**src/pwm_pkg.sv**
```systemverilog
/*
  Constants for the three-phase motor pulse unit: register byte addresses,
  field positions, reset values and the channel order shared by all files.
  Assumes a 32-bit byte address from the register port.
*/
`default_nettype none
package pwm_pkg;
  localparam int unsigned DATA_W = 16;
  localparam int unsigned NUM_CH = 6;

  // register byte addresses
  localparam logic [31:0] ADDR_PERIOD   = 32'h4000_4004;
  localparam logic [31:0] ADDR_DUTY_PHASE_U_HIGH  = 32'h4000_4010;
  localparam logic [31:0] ADDR_DUTY_PHASE_V_HIGH  = 32'h4000_4014;
  localparam logic [31:0] ADDR_DUTY_PHASE_W_HIGH  = 32'h4000_4018;
  localparam logic [31:0] ADDR_DUTY_PHASE_U_LOW  = 32'h4000_401c;
  localparam logic [31:0] ADDR_DUTY_PHASE_V_LOW  = 32'h4000_4020;
  localparam logic [31:0] ADDR_DUTY_PHASE_W_LOW  = 32'h4000_4024;
  localparam logic [31:0] ADDR_CTRL     = 32'h4000_4028;
  localparam logic [31:0] ADDR_STATUS   = 32'h4000_4030;
  localparam logic [31:0] ADDR_MASK     = 32'h4000_4034;
  localparam logic [31:0] ADDR_ADC_MODE = 32'h4000_4038;
  localparam logic [31:0] ADDR_COUNT    = 32'h4000_403c;

  // channel index = status bit position
  localparam int unsigned CH_UL = 0;
  localparam int unsigned CH_VL = 1;
  localparam int unsigned CH_WL = 2;
  localparam int unsigned CH_UH = 3;
  localparam int unsigned CH_VH = 4;
  localparam int unsigned CH_WH = 5;

  // fields
  localparam int unsigned CTRL_EN_BIT    = 0;
  localparam int unsigned STAT_PERIOD_BIT = 7;
  localparam int unsigned STAT_W         = 8;

  // reset values
  localparam logic [15:0] PERIOD_RST = 16'h0002;
  localparam logic [15:0] DUTY_RST   = 16'h0001;

  // register select codes from the address decoder
  typedef enum logic [3:0] {
    sel_none, sel_period, sel_duty, sel_ctrl, sel_status, sel_mask, sel_adc_mode, sel_count
  } reg_sel_type;

  typedef enum logic {
    st_idle = 1'b0,
    st_run  = 1'b1
  } run_state_type;
endpackage
`default_nettype wire

```
**src/cmp_if.sv**
```systemverilog
/*
  Carrier between the unit controller and its duty comparator.
  Assumes both ends run on the same clock.
*/
`timescale 1ns/1ps
`default_nettype none
interface cmp_if #(parameter int unsigned W = 16, parameter int unsigned N = 6);
  logic [W-1:0]        count;
  logic [N-1:0][W-1:0] duty;
  logic                run;
  logic [N-1:0]        level;
  logic [N-1:0]        match;
  modport ctrl (output count, output duty, output run, input level, input match);
  modport cmp  (input count, input duty, input run, output level, output match);
endinterface
`default_nettype wire

```
**src/motor_pulse_unit.sv**
```systemverilog
/*
  Motor pulse unit: period and six duty compare registers for a three-phase
  bridge, cycle counter, duty match events with sticky status and mask.
  Assumes a single 100 MHz clock, synchronous inputs and a register master
  that strobes one cycle at a time and takes read data the next cycle.
*/
// How it works
// - software-written 16-bit period sets the shared counter cycle length.
// - each high-side output has its own 16-bit duty compare value.
// - each low-side output has its own 16-bit duty, independent of high side.
// - a zero duty gives no switching and no match event.
// - enable clear holds the counter logic in reset; registers stay reachable.
// - with adc trigger mode off, a duty match raises that channel's event.
`timescale 1ns/1ps
`default_nettype none
module motor_pulse_unit #(
  parameter int unsigned W = pwm_pkg::DATA_W
) (
  input  wire logic        clk,
  input  wire logic        resetn,
  input  wire logic [31:0] addr,
  input  wire logic [31:0] wdata,
  input  wire logic        wr,
  input  wire logic        rd,
  output logic      [31:0] rdata,
  output logic             irq,
  output logic             phase_u_high_out,
  output logic             phase_v_high_out,
  output logic             phase_w_high_out,
  output logic             phase_u_low_out,
  output logic             phase_v_low_out,
  output logic             phase_w_low_out
);
  localparam int unsigned N = pwm_pkg::NUM_CH;
  localparam int unsigned SW = pwm_pkg::STAT_W;

  typedef struct packed {
    pwm_pkg::run_state_type st;
    logic [W-1:0]           cycle_length;
    logic [N-1:0][W-1:0]    duty;
    logic                   unit_run_enable;
    logic [N-1:0]           adc_trigger_mode_sel;
    logic [SW-1:0]          status;
    logic [SW-1:0]          mask;
    logic [W-1:0]           count;
    logic [31:0]            rdata;
  } unit_state_type;

  unit_state_type s_r;
  unit_state_type s_nxt;

  cmp_if #(.W(W), .N(N)) cmp ();

  duty_compare #(.W(W), .N(N)) u_cmp (
    .clk    (clk),
    .resetn (resetn),
    .bus    (cmp.cmp)
  );

  // address to register select, shared by read and write paths
  function automatic pwm_pkg::reg_sel_type decode(input logic [31:0] a);
    case (a)
      pwm_pkg::ADDR_PERIOD:   decode = pwm_pkg::sel_period;
      pwm_pkg::ADDR_DUTY_PHASE_U_HIGH,
      pwm_pkg::ADDR_DUTY_PHASE_V_HIGH,
      pwm_pkg::ADDR_DUTY_PHASE_W_HIGH,
      pwm_pkg::ADDR_DUTY_PHASE_U_LOW,
      pwm_pkg::ADDR_DUTY_PHASE_V_LOW,
      pwm_pkg::ADDR_DUTY_PHASE_W_LOW:  decode = pwm_pkg::sel_duty;
      pwm_pkg::ADDR_CTRL:     decode = pwm_pkg::sel_ctrl;
      pwm_pkg::ADDR_STATUS:   decode = pwm_pkg::sel_status;
      pwm_pkg::ADDR_MASK:     decode = pwm_pkg::sel_mask;
      pwm_pkg::ADDR_ADC_MODE: decode = pwm_pkg::sel_adc_mode;
      pwm_pkg::ADDR_COUNT:    decode = pwm_pkg::sel_count;
      default:                decode = pwm_pkg::sel_none;
    endcase
  endfunction

  // duty address to channel index
  function automatic logic [2:0] duty_ch(input logic [31:0] a);
    case (a)
      pwm_pkg::ADDR_DUTY_PHASE_U_HIGH: duty_ch = 3'(pwm_pkg::CH_UH);
      pwm_pkg::ADDR_DUTY_PHASE_V_HIGH: duty_ch = 3'(pwm_pkg::CH_VH);
      pwm_pkg::ADDR_DUTY_PHASE_W_HIGH: duty_ch = 3'(pwm_pkg::CH_WH);
      pwm_pkg::ADDR_DUTY_PHASE_U_LOW: duty_ch = 3'(pwm_pkg::CH_UL);
      pwm_pkg::ADDR_DUTY_PHASE_V_LOW: duty_ch = 3'(pwm_pkg::CH_VL);
      default:               duty_ch = 3'(pwm_pkg::CH_WL);
    endcase
  endfunction

  pwm_pkg::reg_sel_type wsel;
  pwm_pkg::reg_sel_type rsel;
  logic                 running;
  logic                 wrap;
  logic [SW-1:0]        events;
  logic [SW-1:0]        clear;

  assign wsel    = wr ? decode(addr) : pwm_pkg::sel_none;
  assign rsel    = rd ? decode(addr) : pwm_pkg::sel_none;
  assign running = (s_r.st == pwm_pkg::st_run) && s_r.unit_run_enable;
  assign wrap    = running && (s_r.count >= s_r.cycle_length);

  always_comb begin
    events = '0;
    events[N-1:0] = cmp.match & ~s_r.adc_trigger_mode_sel;
    events[pwm_pkg::STAT_PERIOD_BIT] = wrap;
    clear = (wsel == pwm_pkg::sel_status) ? wdata[SW-1:0] : '0;
  end

  always_comb begin
    s_nxt = s_r;

    // counter and run state
    case (s_r.st)
      pwm_pkg::st_idle: begin
        s_nxt.count = '0;
        if (s_r.unit_run_enable) begin
          s_nxt.st = pwm_pkg::st_run;
        end
      end
      pwm_pkg::st_run: begin
        if (!s_r.unit_run_enable) begin
          s_nxt.st    = pwm_pkg::st_idle;
          s_nxt.count = '0;
        end else if (wrap) begin
          s_nxt.count = '0;
        end else begin
          s_nxt.count = s_r.count + W'(1);
        end
      end
      default: begin
        s_nxt.st    = pwm_pkg::st_idle;
        s_nxt.count = '0;
      end
    endcase

    // register writes stay open while the counter is held
    case (wsel)
      pwm_pkg::sel_period:   s_nxt.cycle_length = wdata[W-1:0];
      pwm_pkg::sel_duty:     s_nxt.duty[duty_ch(addr)] = wdata[W-1:0];
      pwm_pkg::sel_ctrl:     s_nxt.unit_run_enable = wdata[pwm_pkg::CTRL_EN_BIT];
      pwm_pkg::sel_mask:     s_nxt.mask = wdata[SW-1:0];
      pwm_pkg::sel_adc_mode: s_nxt.adc_trigger_mode_sel = wdata[N-1:0];
      default: ;
    endcase

    // an event in the clearing cycle survives
    s_nxt.status = (s_r.status & ~clear) | events;

    // read data stands for the one cycle after the strobe only
    case (rsel)
      pwm_pkg::sel_period:   s_nxt.rdata = {16'h0000, s_r.cycle_length};
      pwm_pkg::sel_duty:     s_nxt.rdata = {16'h0000, s_r.duty[duty_ch(addr)]};
      pwm_pkg::sel_ctrl:     s_nxt.rdata = {31'h0000_0000, s_r.unit_run_enable};
      pwm_pkg::sel_status:   s_nxt.rdata = {24'h00_0000, s_r.status};
      pwm_pkg::sel_mask:     s_nxt.rdata = {24'h00_0000, s_r.mask};
      pwm_pkg::sel_adc_mode: s_nxt.rdata = {26'h000_0000, s_r.adc_trigger_mode_sel};
      pwm_pkg::sel_count:    s_nxt.rdata = {16'h0000, s_r.count};
      default:               s_nxt.rdata = 32'h0000_0000;
    endcase
  end

  always_ff @(posedge clk) begin
    if (!resetn) begin
      s_r.st                   <= pwm_pkg::st_idle;
      s_r.cycle_length         <= pwm_pkg::PERIOD_RST;
      s_r.duty                 <= {N{pwm_pkg::DUTY_RST}};
      s_r.unit_run_enable      <= 1'b0;
      s_r.adc_trigger_mode_sel <= '0;
      s_r.status               <= '0;
      s_r.mask                 <= '0;
      s_r.count                <= '0;
      s_r.rdata                <= 32'h0000_0000;
    end else begin
      s_r <= s_nxt;
    end
  end

  assign cmp.count = s_r.count;
  assign cmp.duty  = s_r.duty;
  assign cmp.run   = running;

  assign rdata            = s_r.rdata;
  assign irq              = |(s_r.status & s_r.mask);
  assign phase_u_high_out = cmp.level[pwm_pkg::CH_UH];
  assign phase_v_high_out = cmp.level[pwm_pkg::CH_VH];
  assign phase_w_high_out = cmp.level[pwm_pkg::CH_WH];
  assign phase_u_low_out  = cmp.level[pwm_pkg::CH_UL];
  assign phase_v_low_out  = cmp.level[pwm_pkg::CH_VL];
  assign phase_w_low_out  = cmp.level[pwm_pkg::CH_WL];
endmodule
`default_nettype wire

```
**src/duty_compare.sv**
```systemverilog
/*
  Six duty comparators against the shared cycle counter. Levels are registered,
  matches are combinational one-cycle pulses.
  Assumes the controller holds count at zero and run low while disabled.
*/
`timescale 1ns/1ps
`default_nettype none
module duty_compare #(
  parameter int unsigned W = 16,
  parameter int unsigned N = 6
) (
  input  wire logic clk,
  input  wire logic resetn,
  cmp_if.cmp        bus
);
  typedef struct packed {
    logic [N-1:0] level;
  } cmp_state_type;

  cmp_state_type st_r;
  cmp_state_type st_nxt;

  always_comb begin
    st_nxt = st_r;
    for (int i = 0; i < N; i++) begin
      // zero duty never switches
      st_nxt.level[i] = bus.run && (bus.duty[i] != '0) && (bus.count < bus.duty[i]);
      bus.match[i]    = bus.run && (bus.duty[i] != '0) && (bus.count == bus.duty[i]);
    end
  end

  always_ff @(posedge clk) begin
    if (!resetn) begin
      st_r <= '0;
    end else begin
      st_r <= st_nxt;
    end
  end

  assign bus.level = st_r.level;
endmodule
`default_nettype wire

```
**config.mk**
```make
export PLATFORM = sky130hd
export DESIGN_NAME = motor_pulse_unit
export DESIGN_NICKNAME = d
export VERILOG_FILES = /design/src/pwm_pkg.sv /design/src/cmp_if.sv /design/src/motor_pulse_unit.sv /design/src/duty_compare.sv
export SDC_FILE = /design/constraint.sdc
export NUM_CORES = 1
export LEC_CHECK = 0
export ABC_AREA = 0
export BUFFER_PORTS_ARGS = -buffer_cell sky130_fd_sc_hd__buf_2
export CAP_MARGIN = 20
export CORE_ASPECT_RATIO = 0.6
export CORE_MARGIN = 10
export CORE_UTILIZATION = 46
export CTS_CLUSTER_SIZE = 8
export DETAILED_ROUTE_END_ITERATION = 8
export HOLD_SLACK_MARGIN = 0.15
export PLACE_DENSITY = 0.62
export REMOVE_ABC_BUFFERS = 1
export SLEW_MARGIN = 20
export SYNTH_ARGS = -nofsm -noshare
export SYNTH_HDL_FRONTEND = slang
export SYNTH_SLANG_ARGS = --single-unit
```
**constraint.sdc**
```tcl
create_clock -name clk -period 3.6 [get_ports clk]
set_input_delay 0.18 -clock clk [delete_from_list [all_inputs] [get_ports clk]]
set_output_delay 0.18 -clock clk [all_outputs]
set_load 0.005 [all_outputs]
```
### After elaboration in Yosys (flattened, before gate mapping)

Index checks and enable logic that the tools add are counted.

* flip-flop bits (word level): 190
* bits in latches: 0
* RAM bits: 0
* memory bits (read-only): 0
* input bits: 68
* output and inout port bits: 39
* word-level logic and storage cells: 110
* memories kept: 0

* add/sub/neg operators: 1
* multipliers: 0
* divide/modulo/power cells: 0
* $lt $le $gt $ge: 10
* equality and inequality tests: 31
* shifts and indexed selects: 0
* multiplexer cells: 17
* bitwise operators: 7
* reductions and logical operators: 29

Operators by type and width (count)
* $eq 32x31->1 const B: 12
* $pmux 16 s7: 1
* $bwmux 96: 1
* $eq 16x16->1: 6
* $lt 16x16->1: 6
* $reduce_bool 16->1: 6
* $mux 16: 4
* $bmux 16 s3: 1
* $demux 16 s3: 1
* $pmux 16 s2: 1
* $eq 4x3->1 const B: 7
* $logic_and 1x1->1: 21
* $pmux 3 s7: 1
* $add 16x1->16 const B: 1
* $and 8x8->8: 2
* $eq 4x2->1 const B: 4
* $ge 16x16->1: 1
* $pmux 3 s5: 1
* $eq 4x1->1 const B: 2
* $lt 3x4->1 const B: 2
* $mux 4: 2
* $mux 8: 1
* $not 8->8: 1
* $or 8x8->8: 1
* other kinds (8): 9

### Longest topological paths before layout

* depth after elaboration: 11
* depth in mapped cells: 10
* depth with buffers taken out: 8

### Modules after synthesis

From an unflattened synthesis, not the netlist that was laid out.

* cells, all modules: 1345
* area total of the unflattened synthesis: 11053.1 um2

By module, submodules not included
* motor_pulse_unit: instances 1, cells each 983, area each 8275.4 um2, sequential area each 3363.2 um2
* duty_compare: instances 1, cells each 362, area each 2777.7 um2, sequential area each 120.1 um2

### Worst setup path after synthesis

Ideal clock, no wire load.

* kind: input to register
* from: in addr[5]
* to: reg, netlist name rdata[0]
* library setup time: 132 ps
* data arrival time: 2040 ps
* data required time: 3468 ps
* setup slack: 1427 ps
* stages: 8
* buffers on the path: 2
* path through: clkbuf_1 and4bb_1 nor3_1 buf_2 mux2_2 a22o_1 a221oi_1 o32ai_1

* word-level cells in the longest chain between the ends: 6
* elaborated cells on any way between the ends: 27
* classes of those cells: eq/ne: 19; mux: 7; reduce/logical: 1

Ends and longest elaborated chain
* start: declaration: RTL line motor_pulse_unit.sv:21 `input wire logic [31:0] addr,`
* $eq 32x31->1, on equally long branches: RTL line motor_pulse_unit.sv:62, motor_pulse_unit.sv:81
* $pmux 3 s5 or $reduce_or 6->1 (tied branches): RTL line motor_pulse_unit.sv:81, motor_pulse_unit.sv:62
* $mux 3 or $pmux 3 s7 (tied branches): RTL line motor_pulse_unit.sv:151, motor_pulse_unit.sv:62
* $bmux 16 s3 or $mux 4 (tied branches): RTL line motor_pulse_unit.sv:153, motor_pulse_unit.sv:99
* $mux 16 (implied by the code) (tied with other cells): RTL line motor_pulse_unit.sv:153 `pwm_pkg::sel_duty: s_nxt.rdata = {16'h0000, s_r.duty[duty_ch(addr)]};`
* $pmux 16 s7 *: RTL line motor_pulse_unit.sv:151 `case (rsel)`

Mark *: on every way between the ends. The rest lies on a longest branch, timed or not. The select of a mux whose other input is x is not followed.
A chain may end at the register's enable or synchronous reset.

### Final worst setup path

* from: in addr[1]
* to: reg s_r[182] (netlist bit)

* word-level cells in the longest chain between the ends: 5
* elaborated cells on any way between the ends: 16
* classes of those cells: eq/ne: 13; mux: 2; reduce/logical: 1

Ends and longest elaborated chain
* $eq 32x31->1: RTL line motor_pulse_unit.sv:62 `case (a)`
* $reduce_or 6->1: RTL line motor_pulse_unit.sv:62
* $pmux 3 s7 *: RTL line motor_pulse_unit.sv:62
* $mux 4 *: RTL line motor_pulse_unit.sv:98 `assign wsel = wr ? decode(addr) : pwm_pkg::sel_none;`
* $eq 4x1->1 *: RTL line motor_pulse_unit.sv:138 `case (wsel)`
* end signal: assignment: RTL line motor_pulse_unit.sv:175 `s_r <= s_nxt;`
* end: declaration: RTL line motor_pulse_unit.sv:49 `unit_state_type s_r;`

Mark *: on every way between the ends. The rest lies on a longest branch, timed or not.

==> summary.md <==
| Metric | Value |
|---|---|
| Status | complete, no violations |
| CP Max Fanout | 15 |
| Nets | 1591 |
| Root Buffer | clkbuf_16 |
| Final core utilization | 0.526 |
| Slew Limit Fails | 0 |
| Yosys warning count | 0 |
| CP endpoint kind | flip-flop |
| Global-route wire length before repair | 57700 µm |
| Worst-Skew Late Latency | 0.45 ns |
| Finish-stage setup viols | 0 |
| Prevailing post-synth register cell | dfxtp_1 |
| Iteration count of the initial detailed-routing pass | 5 |
| Initial antenna violation count | 1 |
| Worst R2R End | s_r[63] |
| Htree depth | 4 |
| Clock buffer count from CTS | 17 |
| Total Power | 4.20 mW |
| Io pins | 107 |
| TNS Setup | 0 ns |
| Num rows | 44 |
| Post-route setup slack | 0.806 ns |
| Place WS | 0.791 ns |
| Tmin final | 2.79 ns |
| Pwr dens | 330 nW/µm² |
| DRC Markers | 0 |
| Critical path class | primary input to flip-flop |
| Leak | 4.85 nW |
| Part of the Yosys area used for sequential elements | 0.308 |
| Synthesized cell area | 11300 µm² |
| Full die area | 31500 µm² |
| # clock sinks | 174 |
| Critical Path Sink | s_r[182] |
| Bufs on Longest Clock Path | 2 |
| Core area | 24200 µm² |
| Placed inst area | 11900 µm² |
| R2r startpoint | cmp.count[0] |
| WHS | 0.278 ns |
| CTS tree | yes |
| GP Congestion | 0.920 |
| Vias/cell | 5.81 |
| Most frequent cells in the layout | nand2_1, dfxtp_1, inv_1 |
| DRT iter0 DRCs | 1171 |
| Congestion Overflow GR | 0 |
| IR drop worst, VDD | 315 µV |
| Die width | 223 µm |
| EDFF count, synth | 0 |
| Worst-path clk slew | 0.07 ns |
| Count of cell types in the netlist | 70 |
| MaxCap Viol Count | 0 |
| Number of port buffers | 74 |
| Final hold violation count | 0 |
| Final wirelength | 37200 µm |
| Highest clock rate | 358 MHz |
| RSZ-0062 raised after global routing | false |
| Placed cells | 1693 |
| Mean post-synth cell area | 8.42 µm² |
| Synth-to-Final Area Change | 12.5% |
| Fillers | 2387 |
| Final Skew | 0.00916 ns |
| Critical Path Source | addr[1] |
| Hold Path Class | primary input to flip-flop |
| Startpoint Class | primary input |
| Layout cells sized above 1 | 0.119 |
| Post-Syn Instances | 1345 |
| Tot GR Track Use | 0.234 |
| Fin crit share | 0.776 |
| Most common cell after layout, fill and taps aside | nand2_1 |
| Dpl hpwl | 28100 µm |
| Vias in the first global route | 9805 |
| Worst r2r path cells | 9 |
| Worst Tran Pin Value | 0.861 ns |
| Routed WL per cell | 21.3 µm |
| Crit path DAT | 3.19 ns |
| Starting density of the core | 0.467 |
| Final Cell Area | 12700 µm² |
| Die height | 142 µm |
| Pin count of the biggest net entering global routing | 77 |
| Vias | 10200 |
| ANT nets after route | 0 |
| Non-filler cells in the finished layout | 1746 |
| Reg2Reg Setup Slack | 0.99 ns |
| Synth Register Bits | 174 |
| Slew headroom | 0.422 |
| Share of flip-flops with an asynchronous set or reset | 0 |
| Critical Path RT | 4.00 ns |
## metal layers
layer / wire length [µm] / global-route usage
met5: 0 / 0
met4: 437 / 0.0531
met2: 15400 / 0.340
met3: 2840 / 0.0468
met1: 18500 / 0.344
## area by class of cell
type / instances / area [µm²] / share of cell area
sequential: 174 / 3480 / 0.274
inverter: 120 / 450 / 0.0354
antenna: 1 / 2.50 / 0.000197
clock inverter: 14 / 206 / 0.0162
tap: 322 / 403 / 0.0316
timing repair buffer: 128 / 828 / 0.0651
clock buffer: 18 / 429 / 0.0337
multi-input combinational: 969 / 6930 / 0.544
## cells by family (layout without fill, tap and decap cells)
| family | Yosys count | after routing | synth area share |
|---|---|---|---|
| compound gates | 275 | 275 | 0.178 |
| xor+xnor | 15 | 15 | 0.0116 |
| fa+ha+maj | 113 | 113 | 0.125 |
| buf+inv | 217 | 280 | 0.0858 |
| flops | 174 | 174 | 0.308 |
| mux | 65 | 65 | 0.0577 |
| other cells | 1 | 17 | 0.000331 |
| simple gates | 485 | 485 | 0.234 |
## worst max-delay path: stages
cell and delay, ns:
buf_2 0.12, nor4_4 0.60, buf_4 0.25, o221ai_2 0.14, o31ai_4 0.44, or4_1 0.63, nand2_1 0.11, a21boi_1 0.16
dlygate4sd3_1 0.57
## how the worst min path moves through the flow
stage	startpoint	end	slack [ns]	cells past startpoint
2_1_floorplan	resetn	cmp.duty[0]	0.24	1
3_5_place_dp	s_r[62]	s_r[62]	0.45	2
6_report	rd	rdata[0]	0.28	4
3_3_place_gp	s_r[62]	s_r[62]	0.45	2
5_1_grt	rd	rdata[0]	0.30	4
4_1_cts	rd	rdata[0]	0.26	4
## report_power, final
group	switching (mW)	internal [mW]	leakage [nW]
Combinational	0.152	0.0801	3.15
Sequential	0.000000000491	1.92	1.40
Clock	0.865	1.18	0.300
Total	1.02	3.18	4.85
## Yosys cell counts (7+ instances only)
master / number / area (µm²)
nand2_1: 177 / 664
dfxtp_1: 174 / 3480
inv_1: 120 / 450
ha_1: 113 / 1410
nor2b_1: 75 / 469
mux2i_1: 63 / 631
a21oi_1: 46 / 230
nor2_1: 45 / 169
clkbuf_1: 43 / 161
buf_4: 35 / 263
a21boi_1: 33 / 248
nor4_1: 30 / 188
a21boi_0: 29 / 218
nand4_1: 28 / 175
nand3_1: 27 / 135
a21o_1: 19 / 143
a22oi_1: 18 / 135
nor3_1: 18 / 90.1
o211ai_1: 16 / 120
o22ai_1: 16 / 100
and3_1: 15 / 93.8
buf_2: 14 / 70.1
o21a_1: 14 / 105
o21ai_0: 14 / 70.1
nand2b_1: 11 / 68.8
o2111ai_1: 11 / 96.3
and2_1: 10 / 62.6
a32o_1: 9 / 90.1
xnor2_1: 9 / 78.8
o2bb2ai_1: 8 / 70.1
o32ai_1: 8 / 70.1
a2bb2oi_1: 7 / 61.3
a41oi_1: 7 / 61.3
## repair_timing
| item | in CTS | in global routing |
|---|---|---|
| setup endpoints to repair | 0 | 0 |
| hold buffers | 20 | 0 |
| setup buffers | 0 | 0 |
| hold endpoints to repair | 81 | 0 |
| gates resized for setup | 0 | 0 |
## state kept, by name (all words and copies together), names as in the netlist
| signal | count |
|---|---|
| rdata | 16 |
| s_r | 40 |
| cmp.count | 16 |
| u_cmp.bus.level | 6 |
| cmp.duty | 96 |
Note: power is estimated with default switching activity, not from simulation.
